File: src/inc/ssi_map.vh
// Constants for the management-side status and interrupt pin block.
`ifndef SSI_MAP_VH
`define SSI_MAP_VH
// Register index carried in the command byte.
`define SSI_IDX_COMMON 8'h00
`define SSI_IDX_STAT_A 8'h01
`define SSI_IDX_STAT_B 8'h02
// Common status field positions.
`define SSI_CS_MASK_BIT 3
`define SSI_CS_GPI_A_BIT 4
`define SSI_CS_GPI_B_BIT 5
// Per-slot status field positions.
`define SSI_ST_OVERCURRENT_BIT 0
`define SSI_ST_UNDERVOLT_BIT 1
`define SSI_ST_OVERTEMP_BIT 2
// Reset values.
`define SSI_CS_MASK_RESET 1'b0
`define SSI_STAT_RESET 3'h0
// Upper four bits of the seven-bit bus address; the straps give the low three.
`define SSI_ADDR_BASE 4'h8
// Slot index of the last data bit of a byte and slot index of the acknowledge slot.
`define SSI_BYTE_LAST 4'h7
`define SSI_ACK_SLOT 4'h8
`endif

File: src/ssi_bit_engine.v
// Byte-level shifter for the two-wire management bus, slave side.
`timescale 1ns/1ns
`include "ssi_map.vh"
module ssi_bit_engine (
    input wire clk,
    input wire nrst,
    input wire scl_in,
    input wire sda_in,
    input wire ack_en,
    input wire tx_mode,
    input wire [7:0] tx_byte,
    output reg start_p,
    output reg stop_p,
    output reg rx_valid,
    output reg [7:0] rx_byte,
    output reg mack_p,
    output reg mack_ok,
    output reg sda_oe
);
    reg scl_q; // Sampled clock line.
    reg sda_q; // Sampled data line.
    reg scl_prev; // Clock line one cycle earlier.
    reg sda_prev; // Data line one cycle earlier.
    reg active_reg; // High between a start and a stop.
    reg tx_lat_reg; // Direction of the byte now on the wire.
    reg [3:0] cnt_reg; // Bit slot within the byte, 8 is the acknowledge slot.
    reg [7:0] sh_reg; // Receive shift register.
    wire scl_rise; // Rising clock edge.
    wire scl_fall; // Falling clock edge.
    wire [3:0] cnt_next; // Slot that follows a falling edge.

    assign scl_rise = scl_q & ~scl_prev;
    assign scl_fall = ~scl_q & scl_prev;
    assign cnt_next = (cnt_reg == `SSI_ACK_SLOT) ? 4'h0 : cnt_reg + 4'h1;

    // Samples both lines and keeps the previous values for edge detection.
    always @(posedge clk) begin
        if (!nrst) begin
            scl_q <= 1'b1;
            sda_q <= 1'b1;
            scl_prev <= 1'b1;
            sda_prev <= 1'b1;
        end else begin
            scl_q <= scl_in;
            sda_q <= sda_in;
            scl_prev <= scl_q;
            sda_prev <= sda_q;
        end
    end

    // Tracks bit slots, shifts data in, and drives the data line low when needed.
    always @(posedge clk) begin
        if (!nrst) begin
            start_p <= 1'b0;
            stop_p <= 1'b0;
            rx_valid <= 1'b0;
            rx_byte <= 8'h00;
            mack_p <= 1'b0;
            mack_ok <= 1'b0;
            sda_oe <= 1'b0;
            active_reg <= 1'b0;
            tx_lat_reg <= 1'b0;
            cnt_reg <= 4'h0;
            sh_reg <= 8'h00;
        end else begin
            start_p <= 1'b0;
            stop_p <= 1'b0;
            rx_valid <= 1'b0;
            mack_p <= 1'b0;
            if (scl_q && scl_prev && sda_prev && !sda_q) begin
                // Start or repeated start: a new address byte follows.
                // The slot counter parks on the acknowledge slot.
                // The first clock fall after the start then opens bit slot 0.
                // Without this the first fall would skip a slot and lose the MSB.
                start_p <= 1'b1;
                active_reg <= 1'b1;
                tx_lat_reg <= 1'b0;
                cnt_reg <= `SSI_ACK_SLOT;
                sda_oe <= 1'b0;
            end else if (scl_q && scl_prev && !sda_prev && sda_q) begin
                // Stop: release the line and go idle.
                stop_p <= 1'b1;
                active_reg <= 1'b0;
                sda_oe <= 1'b0;
            end else if (active_reg && scl_rise) begin
                if (cnt_reg == `SSI_ACK_SLOT) begin
                    // Host acknowledge after a byte that this block sent.
                    if (tx_lat_reg) begin
                        mack_p <= 1'b1;
                        mack_ok <= ~sda_q;
                    end
                end else begin
                    sh_reg <= {sh_reg[6:0], sda_q};
                    if (cnt_reg == `SSI_BYTE_LAST && !tx_lat_reg) begin
                        rx_valid <= 1'b1;
                        rx_byte <= {sh_reg[6:0], sda_q};
                    end
                end
            end else if (active_reg && scl_fall) begin
                cnt_reg <= cnt_next;
                if (cnt_next == 4'h0) begin
                    // A new byte starts; its direction is fixed here.
                    tx_lat_reg <= tx_mode;
                    sda_oe <= tx_mode & ~tx_byte[7];
                end else if (cnt_next == `SSI_ACK_SLOT) begin
                    // Acknowledge a received byte when the owner accepts it.
                    sda_oe <= ~tx_lat_reg & ack_en;
                end else begin
                    sda_oe <= tx_lat_reg & ~tx_byte[3'd7 - cnt_next[2:0]];
                end
            end
        end
    end
endmodule

File: src/ssi_status_irq.v
// Status pins, strap address, fault flags and interrupt line of the hot-plug controller.
`timescale 1ns/1ns
`include "ssi_map.vh"
// How it works
// Two general inputs show in common status bits 4,5.
// Three straps set the bus address low bits.
// Unmasked fault pulls interrupt line low.
// Interrupt holds until host echo-clears fault bits. The code also releases it when the host sets the mask bit.
// Data pin two-way, clock pin input only.
// Fault means overcurrent, undervoltage or overtemperature trip.
// Writing one clears that fault bit only.
module ssi_status_irq (
    input wire clk,
    input wire nrst,
    input wire general_input_slot_a,
    input wire general_input_slot_b,
    input wire addr_strap_bit2,
    input wire addr_strap_bit1,
    input wire addr_strap_bit0,
    input wire [2:0] trip_slot_a,
    input wire [2:0] trip_slot_b,
    input wire scl_in,
    input wire sda_in,
    output reg sda_out,
    output reg sda_oe,
    output reg int_n_out,
    output reg int_n_oe
);
    // Transaction states.
    localparam ST_IDLE = 3'h0;
    localparam ST_ADDR = 3'h1;
    localparam ST_CMD = 3'h2;
    localparam ST_DATA = 3'h3;
    localparam ST_READ = 3'h4;
    localparam ST_SKIP = 3'h5;

    reg [2:0] state_reg; // Transaction state.
    reg [2:0] state_next; // Next transaction state.
    reg [2:0] strap_reg; // Address straps caught while reset is held.
    reg [7:0] ptr_reg; // Register index from the command byte.
    reg [7:0] ptr_next; // Next register index.
    reg ack_reg; // Accept the byte now being received.
    reg ack_next; // Next accept decision.
    reg tx_reg; // Send data in the next byte.
    reg tx_next; // Next send decision.
    reg [7:0] rd_reg; // Byte offered to the host on a read.
    reg mask_reg; // Interrupt mask, high blocks the line.
    reg mask_next; // Next interrupt mask.
    reg [1:0] gpi_reg; // Sampled general inputs.
    reg [2:0] stat_a_reg; // Sticky fault flags of slot A.
    reg [2:0] stat_a_next; // Next fault flags of slot A.
    reg [2:0] stat_b_reg; // Sticky fault flags of slot B.
    reg [2:0] stat_b_next; // Next fault flags of slot B.
    reg [2:0] clr_a; // Echo-clear bits for slot A this cycle.
    reg [2:0] clr_b; // Echo-clear bits for slot B this cycle.
    reg [7:0] cs_view; // Common status as read.

    wire start_p; // Start condition seen.
    wire stop_p; // Stop condition seen.
    wire rx_valid; // A received byte is ready.
    wire [7:0] rx_byte; // The received byte.
    wire mack_p; // Host acknowledge slot seen.
    wire mack_ok; // Host acknowledged the sent byte.
    wire eng_oe; // Engine wants the data line low.
    wire [6:0] my_addr; // This device's seven-bit address.

    // Bus address: fixed high bits, strap low bits; an open strap reads high.
    assign my_addr = {`SSI_ADDR_BASE, strap_reg};

    // Shifter that owns the bit timing; the clock pin is only ever read.
    ssi_bit_engine u_engine (
        .clk(clk),
        .nrst(nrst),
        .scl_in(scl_in),
        .sda_in(sda_in),
        .ack_en(ack_reg),
        .tx_mode(tx_reg),
        .tx_byte(rd_reg),
        .start_p(start_p),
        .stop_p(stop_p),
        .rx_valid(rx_valid),
        .rx_byte(rx_byte),
        .mack_p(mack_p),
        .mack_ok(mack_ok),
        .sda_oe(eng_oe)
    );

    // Builds the common status byte from the mask and the input pins.
    always @* begin
        cs_view = 8'h00;
        cs_view[`SSI_CS_MASK_BIT] = mask_reg;
        cs_view[`SSI_CS_GPI_A_BIT] = gpi_reg[0];
        cs_view[`SSI_CS_GPI_B_BIT] = gpi_reg[1];
    end

    // Walks through address, command and data bytes and decides each acknowledge.
    always @* begin
        state_next = state_reg;
        ptr_next = ptr_reg;
        ack_next = ack_reg;
        tx_next = tx_reg;
        mask_next = mask_reg;
        clr_a = 3'h0;
        clr_b = 3'h0;
        if (start_p) begin
            // Every start, repeated or not, expects an address byte.
            state_next = ST_ADDR;
            ack_next = 1'b0;
            tx_next = 1'b0;
        end else if (stop_p) begin
            // The transfer ends; nothing more is sent or accepted.
            state_next = ST_IDLE;
            ack_next = 1'b0;
            tx_next = 1'b0;
        end else if (rx_valid) begin
            case (state_reg)
                ST_ADDR: begin
                    if (rx_byte[7:1] == my_addr) begin
                        // Our address: a read sends, a write expects a command.
                        ack_next = 1'b1;
                        tx_next = rx_byte[0];
                        state_next = rx_byte[0] ? ST_READ : ST_CMD;
                    end else begin
                        // Another device is addressed; stay silent.
                        ack_next = 1'b0;
                        state_next = ST_SKIP;
                    end
                end
                ST_CMD: begin
                    // The command byte selects the register.
                    ptr_next = rx_byte;
                    ack_next = 1'b1;
                    state_next = ST_DATA;
                end
                ST_DATA: begin
                    // Data byte: the mask is stored, fault bits are echo-cleared.
                    ack_next = 1'b1;
                    if (ptr_reg == `SSI_IDX_COMMON) begin
                        mask_next = rx_byte[`SSI_CS_MASK_BIT];
                    end else if (ptr_reg == `SSI_IDX_STAT_A) begin
                        clr_a = rx_byte[2:0];
                    end else if (ptr_reg == `SSI_IDX_STAT_B) begin
                        clr_b = rx_byte[2:0];
                    end
                end
                default: begin
                    // Bytes outside a transfer to us are refused.
                    ack_next = 1'b0;
                end
            endcase
        end else if (mack_p && state_reg == ST_READ) begin
            // A host not-acknowledge ends the read; otherwise the byte repeats.
            if (!mack_ok) begin
                tx_next = 1'b0;
                state_next = ST_SKIP;
            end
        end
    end

    // Sticky faults: a trip sets a flag, only an echoed one clears it, and a set wins.
    always @* begin
        stat_a_next = (stat_a_reg & ~clr_a) | trip_slot_a;
        stat_b_next = (stat_b_reg & ~clr_b) | trip_slot_b;
    end

    // Read data for the next byte sent to the host.
    always @(posedge clk) begin
        if (!nrst) begin
            rd_reg <= 8'h00;
        end else if (ptr_reg == `SSI_IDX_COMMON) begin
            rd_reg <= cs_view;
        end else if (ptr_reg == `SSI_IDX_STAT_A) begin
            rd_reg <= {5'h00, stat_a_reg};
        end else if (ptr_reg == `SSI_IDX_STAT_B) begin
            rd_reg <= {5'h00, stat_b_reg};
        end else begin
            rd_reg <= 8'h00;
        end
    end

    // Catches the straps while reset is held; they stay fixed afterwards.
    always @(posedge clk) begin
        if (!nrst) begin
            strap_reg <= {addr_strap_bit2, addr_strap_bit1, addr_strap_bit0};
        end
    end

    // Control state, fault flags and the sampled general inputs.
    always @(posedge clk) begin
        if (!nrst) begin
            state_reg <= ST_IDLE;
            ptr_reg <= 8'h00;
            ack_reg <= 1'b0;
            tx_reg <= 1'b0;
            mask_reg <= `SSI_CS_MASK_RESET;
            gpi_reg <= 2'h0;
            stat_a_reg <= `SSI_STAT_RESET;
            stat_b_reg <= `SSI_STAT_RESET;
        end else begin
            state_reg <= state_next;
            ptr_reg <= ptr_next;
            ack_reg <= ack_next;
            tx_reg <= tx_next;
            mask_reg <= mask_next;
            gpi_reg <= {general_input_slot_b, general_input_slot_a};
            stat_a_reg <= stat_a_next;
            stat_b_reg <= stat_b_next;
        end
    end

    // Pins: both are open drain, so the driven level is always low.
    always @(posedge clk) begin
        if (!nrst) begin
            sda_out <= 1'b0;
            sda_oe <= 1'b0;
            int_n_out <= 1'b0;
            int_n_oe <= 1'b0;
        end else begin
            sda_out <= 1'b0;
            sda_oe <= eng_oe;
            int_n_out <= 1'b0;
            // Low while any flag stands and the mask is clear; release follows the echo-clear.
            int_n_oe <= (|stat_a_next | |stat_b_next) & ~mask_next;
        end
    end
endmodule

File: config.mk
export PLATFORM = sky130hd
export DESIGN_NAME = ssi_status_irq
export DESIGN_NICKNAME = d
export VERILOG_FILES = /design/src/ssi_bit_engine.v /design/src/ssi_status_irq.v
export VERILOG_INCLUDE_DIRS = /design/src /design/src/inc
export SDC_FILE = /design/constraint.sdc
export NUM_CORES = 1
export LEC_CHECK = 0
export ABC_AREA = 1
export BUFFER_PORTS_ARGS = -buffer_cell sky130_fd_sc_hd__buf_2
export CELL_PAD_IN_SITES_DETAIL_PLACEMENT = 1
export CELL_PAD_IN_SITES_GLOBAL_PLACEMENT = 1
export CORE_UTILIZATION = 47
export DETAILED_ROUTE_END_ITERATION = 8
export PLACE_DENSITY = 0.81
export SETUP_SLACK_MARGIN = 0.2
export SLEW_MARGIN = 10
export SYNTH_ARGS = -nofsm -noshare
export SYNTH_HDL_FRONTEND = slang
export SYNTH_SLANG_ARGS = --single-unit
File: constraint.sdc
create_clock -name clk -period 3.4 [get_ports clk]
set_input_delay 0 -clock clk [delete_from_list [all_inputs] [get_ports clk]]
set_output_delay 0 -clock clk [all_outputs]
set_load 0.01 [all_outputs]
==> results.txt <==
By area the synthesized netlist is led by dfxtp_1 44%, nand2_1 9.9%, inv_1 6.5%, nor2_1 6.5%, a21oi_1 5.3%. The post-place instance area is 0.002892 sq mm. The total wire length came out at approximately 6900 um.

STA puts the critical path data required time at 3.63 ns. The maximum fanout encountered on the critical timing path came out at 11. The max-slew headroom at the worst pin came out at 0.5473. The number of sinks driven by the clock tree is 64. The summed instance area of the synthesized netlist came out at approximately 0.0028 sq mm. The number of synthesized register bits is 64. The largest total area in the synthesized netlist belongs to dfxtp_1. Dividing total power by cell area gives a power density of approximately 480 mW/mm^2. At the later pin of the worst-skew pair, clock insertion delay measures 0.34 ns.

The startpoint kind of the worst setup timing path is a flop. Among cell families on the critical path, the largest total delay comes from simple AND/OR/NAND/NOR gates. TritonCTS built the clock tree. The critical path capture point type is a flop. The maximum cell stage delay along the critical path came out at roughly 0.6 ns. The number of DRC violations after detailed-routing iteration 0 came out at 90. In this run the vertical extent of the chip is slightly below 80 um. After floorplanning, the core was sized to cover 0.005574 sq mm. Before antenna repair, the detailed router went through 4 iterations.

Dividing the final minimum period by the clock period gives 0.5239. The number of buffer cells added on primary ports is 16. The synthesis warning total is 0.

The number of max-slew violations in the final report came out at 0. The total overflow left after global routing is 0. The gate count of the mapped netlist came out at 369.

The number of filler cells placed in the layout came out at a little over 700. The average wire per standard cell is 14.46 um. The die covers between 0.006 and 0.007 sq mm.

STA puts the critical path data arrival time at 2.01 ns. The number of levels the H-tree was split into came out at 3. The deepest clock path buffer count came out at 2. For hold timing, the worst endpoint is u_engine.scl_prev$_SDFF_PN1_.

The worst reg2reg path depth is 5. Using the TritonRoute via totals, the vias-per-cell ratio works out to 5.132. The synthesized design contains 3 enable-type register cells. The count of cells resized by post-cts repair is 0. The final RePlAce weighted congestion came out at 0.8435. The final design utilization came out at 0.5776. The share of synthesized area in the top cell type comes to 0.4428.

The total track usage is 0.2481. The overall via count from detail_route is 2458. Summed over all cells, the static leakage comes to 1.451 nW. Based on the critical path, the design can be clocked at up to roughly 560 MHz. The number of antenna diodes in the final layout is 0.

The run finished with clean final reports. The layout-stage area growth over the synthesis result is 16.74%. The reg-to-reg critical path startpoint is u_engine.rx_valid$_SDFF_PP0_.

The initial standard-cell utilization of the core came out at 0.4947. Among all stages on the critical path, the largest delay is contributed by nor3_2. The fraction of registers with async set/reset came out at 0. The via count of the first global-routing pass is 2586.

The final layout contains 419 nets. Setup repair after global routing left no endpoint under its margin. The number of buffers inserted by post-CTS setup repair came out at 0. The initialized floorplan defines 27 standard-cell rows. The synthesized area per cell came out at 7.473 sq um. The setup skew after layout came out at 0.006394 ns. The global-route wire length before repair is 11590 um.

The critical path goes through inv_1 -> nor3_2 -> inv_1 -> o21ai_0 -> a21oi_1. The largest net degree at the start of global routing is 29. The share of final-layout standard cells stronger than drive strength 1 is 0.1474.

The max-cap violation count came out at 0. The number of buffers and inverters on the critical path is 2. The clock buffer count from CTS is 9. The area of all placed cells without fillers is 0.003219 sq mm. The total DRC errors in the routed layout came out at 0. The startpoint identified for the worst hold timing path is nrst.

The tree is rooted in a clkbuf_8. The transition at the pin with the smallest max-transition slack is 0.6753 ns. The worst-case IR drop observed on VDD is 0.0003083 V. The final critical delay including setup and external delays is 1.781 ns. The cell depth of the worst hold path came out at 2. In this run the worst hold path is classified as input port to flop. The die is 78.60 um wide. The cell that appears most often on the critical path is inv_1. Among all flip-flop cells after synthesis, the most frequent one is dfxtp_1.

The number of hold-slack violations in the final timing report is 0. The number of endpoints failing setup at the final stage came out at 0. The critical path is of the flop to flop type. Synthesis instantiated 36 different standard cells from the library.

The post-placement cell count is 450. The endpoint identified for the worst register-to-register timing path is ptr_reg[1]$_SDFFE_PN0P_. For this run, the number of standard cells in the final layout without fillers is between 400 and 500. Detailed placement finished with a half-perimeter wire length of 4909 um. For this run, the register share of the synthesized area comes to 0.4755. The setup slack on the worst flop-to-flop path is 1.62 ns. The initial antenna violation count is 0. The setup TNS came out at 0 ns. The count of nets left with antenna violations once routing finished came out at 0. The register clock-pin slew on the reported worst setup and hold paths came out at around 0.070 ns. The count of boundary I/O pins came out at 19.
timing repair:
| item | 4_1_cts | 5_1_grt |
|---|---|---|
| hold buffers | 13 | 0 |
| hold endpoints to repair | 13 | 0 |
| setup endpoints to repair | 0 | 0 |
per-layer routing:
layer  vias up  track usage  routed length [um]
met4         0      0.08333                  98
li1       1239            -                   -
met2        41       0.4478                3469
met1      1169       0.2783                3164
met3         9      0.06744                 192
met5         -            0                   0
worst reg2reg max path, cell delays in order, from the launching register on:
cell and delay (ns):
dfxtp_1 0.45, inv_1 0.14, nor3_2 0.60, inv_1 0.23, o21ai_0 0.21, a21oi_1 0.06
where the power goes:
part,leakage [nW],internal (mW),switching [mW]
combinational,0.827,0.0397,0.0615
clock,0.0993,0.357,0.295
sequential,0.526,0.774,0.0132
cells by family after synthesis:
kind of cell / share of synthesized area
flops: 0.4755
compound gates: 0.1284
buf+inv: 0.09210
xor+xnor: 0.009530
other cells: 0.001360
fa+ha+maj: 0.009073
simple gates: 0.2840
synth_stat cells (5+ instances only):
library cell and n:
a21oi_1 29, dfxtp_1 61, inv_1 48, inv_2 8, nand2_1 73, nand3_1 16, nand4_1 6, nor2_1 48
nor2_2 6, nor3_1 5, o21ai_0 21
stage by stage:
stage,worst slack (ns),total power [mW],hold WS (ns)
detailed placement,1.634,0.8920,0.1796
floorplan,1.913,0.8654,0.09763
global route,1.421,1.604,0.1212
CTS,1.622,1.557,0.07276
finish,1.619,1.540,0.08296
global placement,1.679,0.8878,0.1764
layout by cell type, fill, tap and decap left out, types with 2 or more instances in the layout:
master / netlist / layout
nand4_1: 6 / 6
nand3b_1: 2 / 2
o21ai_1: 4 / 4
nor3_2: 2 / 2
nand2_1: 73 / 73
buf_2: 2 / 16
a21oi_1: 29 / 29
dfxtp_1: 61 / 61
or2_2: 2 / 2
dlygate4sd3_1: 0 / 13
o21ai_0: 21 / 21
inv_2: 8 / 8
nand2_4: 2 / 2
inv_1: 48 / 48
nor3_1: 5 / 5
edfxtp_1: 3 / 3
xor2_1: 3 / 3
nor2_2: 6 / 6
nor2_4: 2 / 2
ha_1: 2 / 2
nor2_1: 48 / 48
o31ai_1: 4 / 4
nand3_2: 2 / 2
o21ai_2: 2 / 2
clkinv_2: 0 / 2
nand3_1: 16 / 16
conb_1: 1 / 2
clkbuf_8: 0 / 10
final cells by class:
| class | count | area (sq um) | share of cell area |
|---|---|---|---|
| timing repair buffer | 29 | 210.2 | 0.06529 |
| clock inverter | 5 | 56.30 | 0.01749 |
| multi-input combinational | 241 | 1196 | 0.3716 |
| clock buffer | 11 | 141.4 | 0.04392 |
| inverter | 57 | 214.0 | 0.06646 |
| sequential | 64 | 1311 | 0.4073 |
| tap | 72 | 90.09 | 0.02798 |
worst max-delay path by stage:
stage                                           from                                to  slack [ns]  cells past startpoint
floorplan           u_engine.cnt_reg[0]$_SDFFE_PP0P_  u_engine.rx_byte[0]$_SDFFE_PN0P_        1.91                      9
finish                  u_engine.rx_valid$_SDFF_PP0_           ptr_reg[1]$_SDFFE_PN0P_        1.62                      5
global route               state_reg[1]$_SDFFE_PP0P_           ptr_reg[1]$_SDFFE_PN0P_        1.42                      7
detailed placement      u_engine.rx_valid$_SDFF_PP0_           ptr_reg[1]$_SDFFE_PN0P_        1.63                      5
global placement    u_engine.cnt_reg[0]$_SDFFE_PP0P_  u_engine.rx_byte[5]$_SDFFE_PN0P_        1.68                      9
CTS                     u_engine.rx_valid$_SDFF_PP0_           ptr_reg[1]$_SDFFE_PN0P_        1.62                      5
Note: power is estimated with default switching activity, not from simulation.
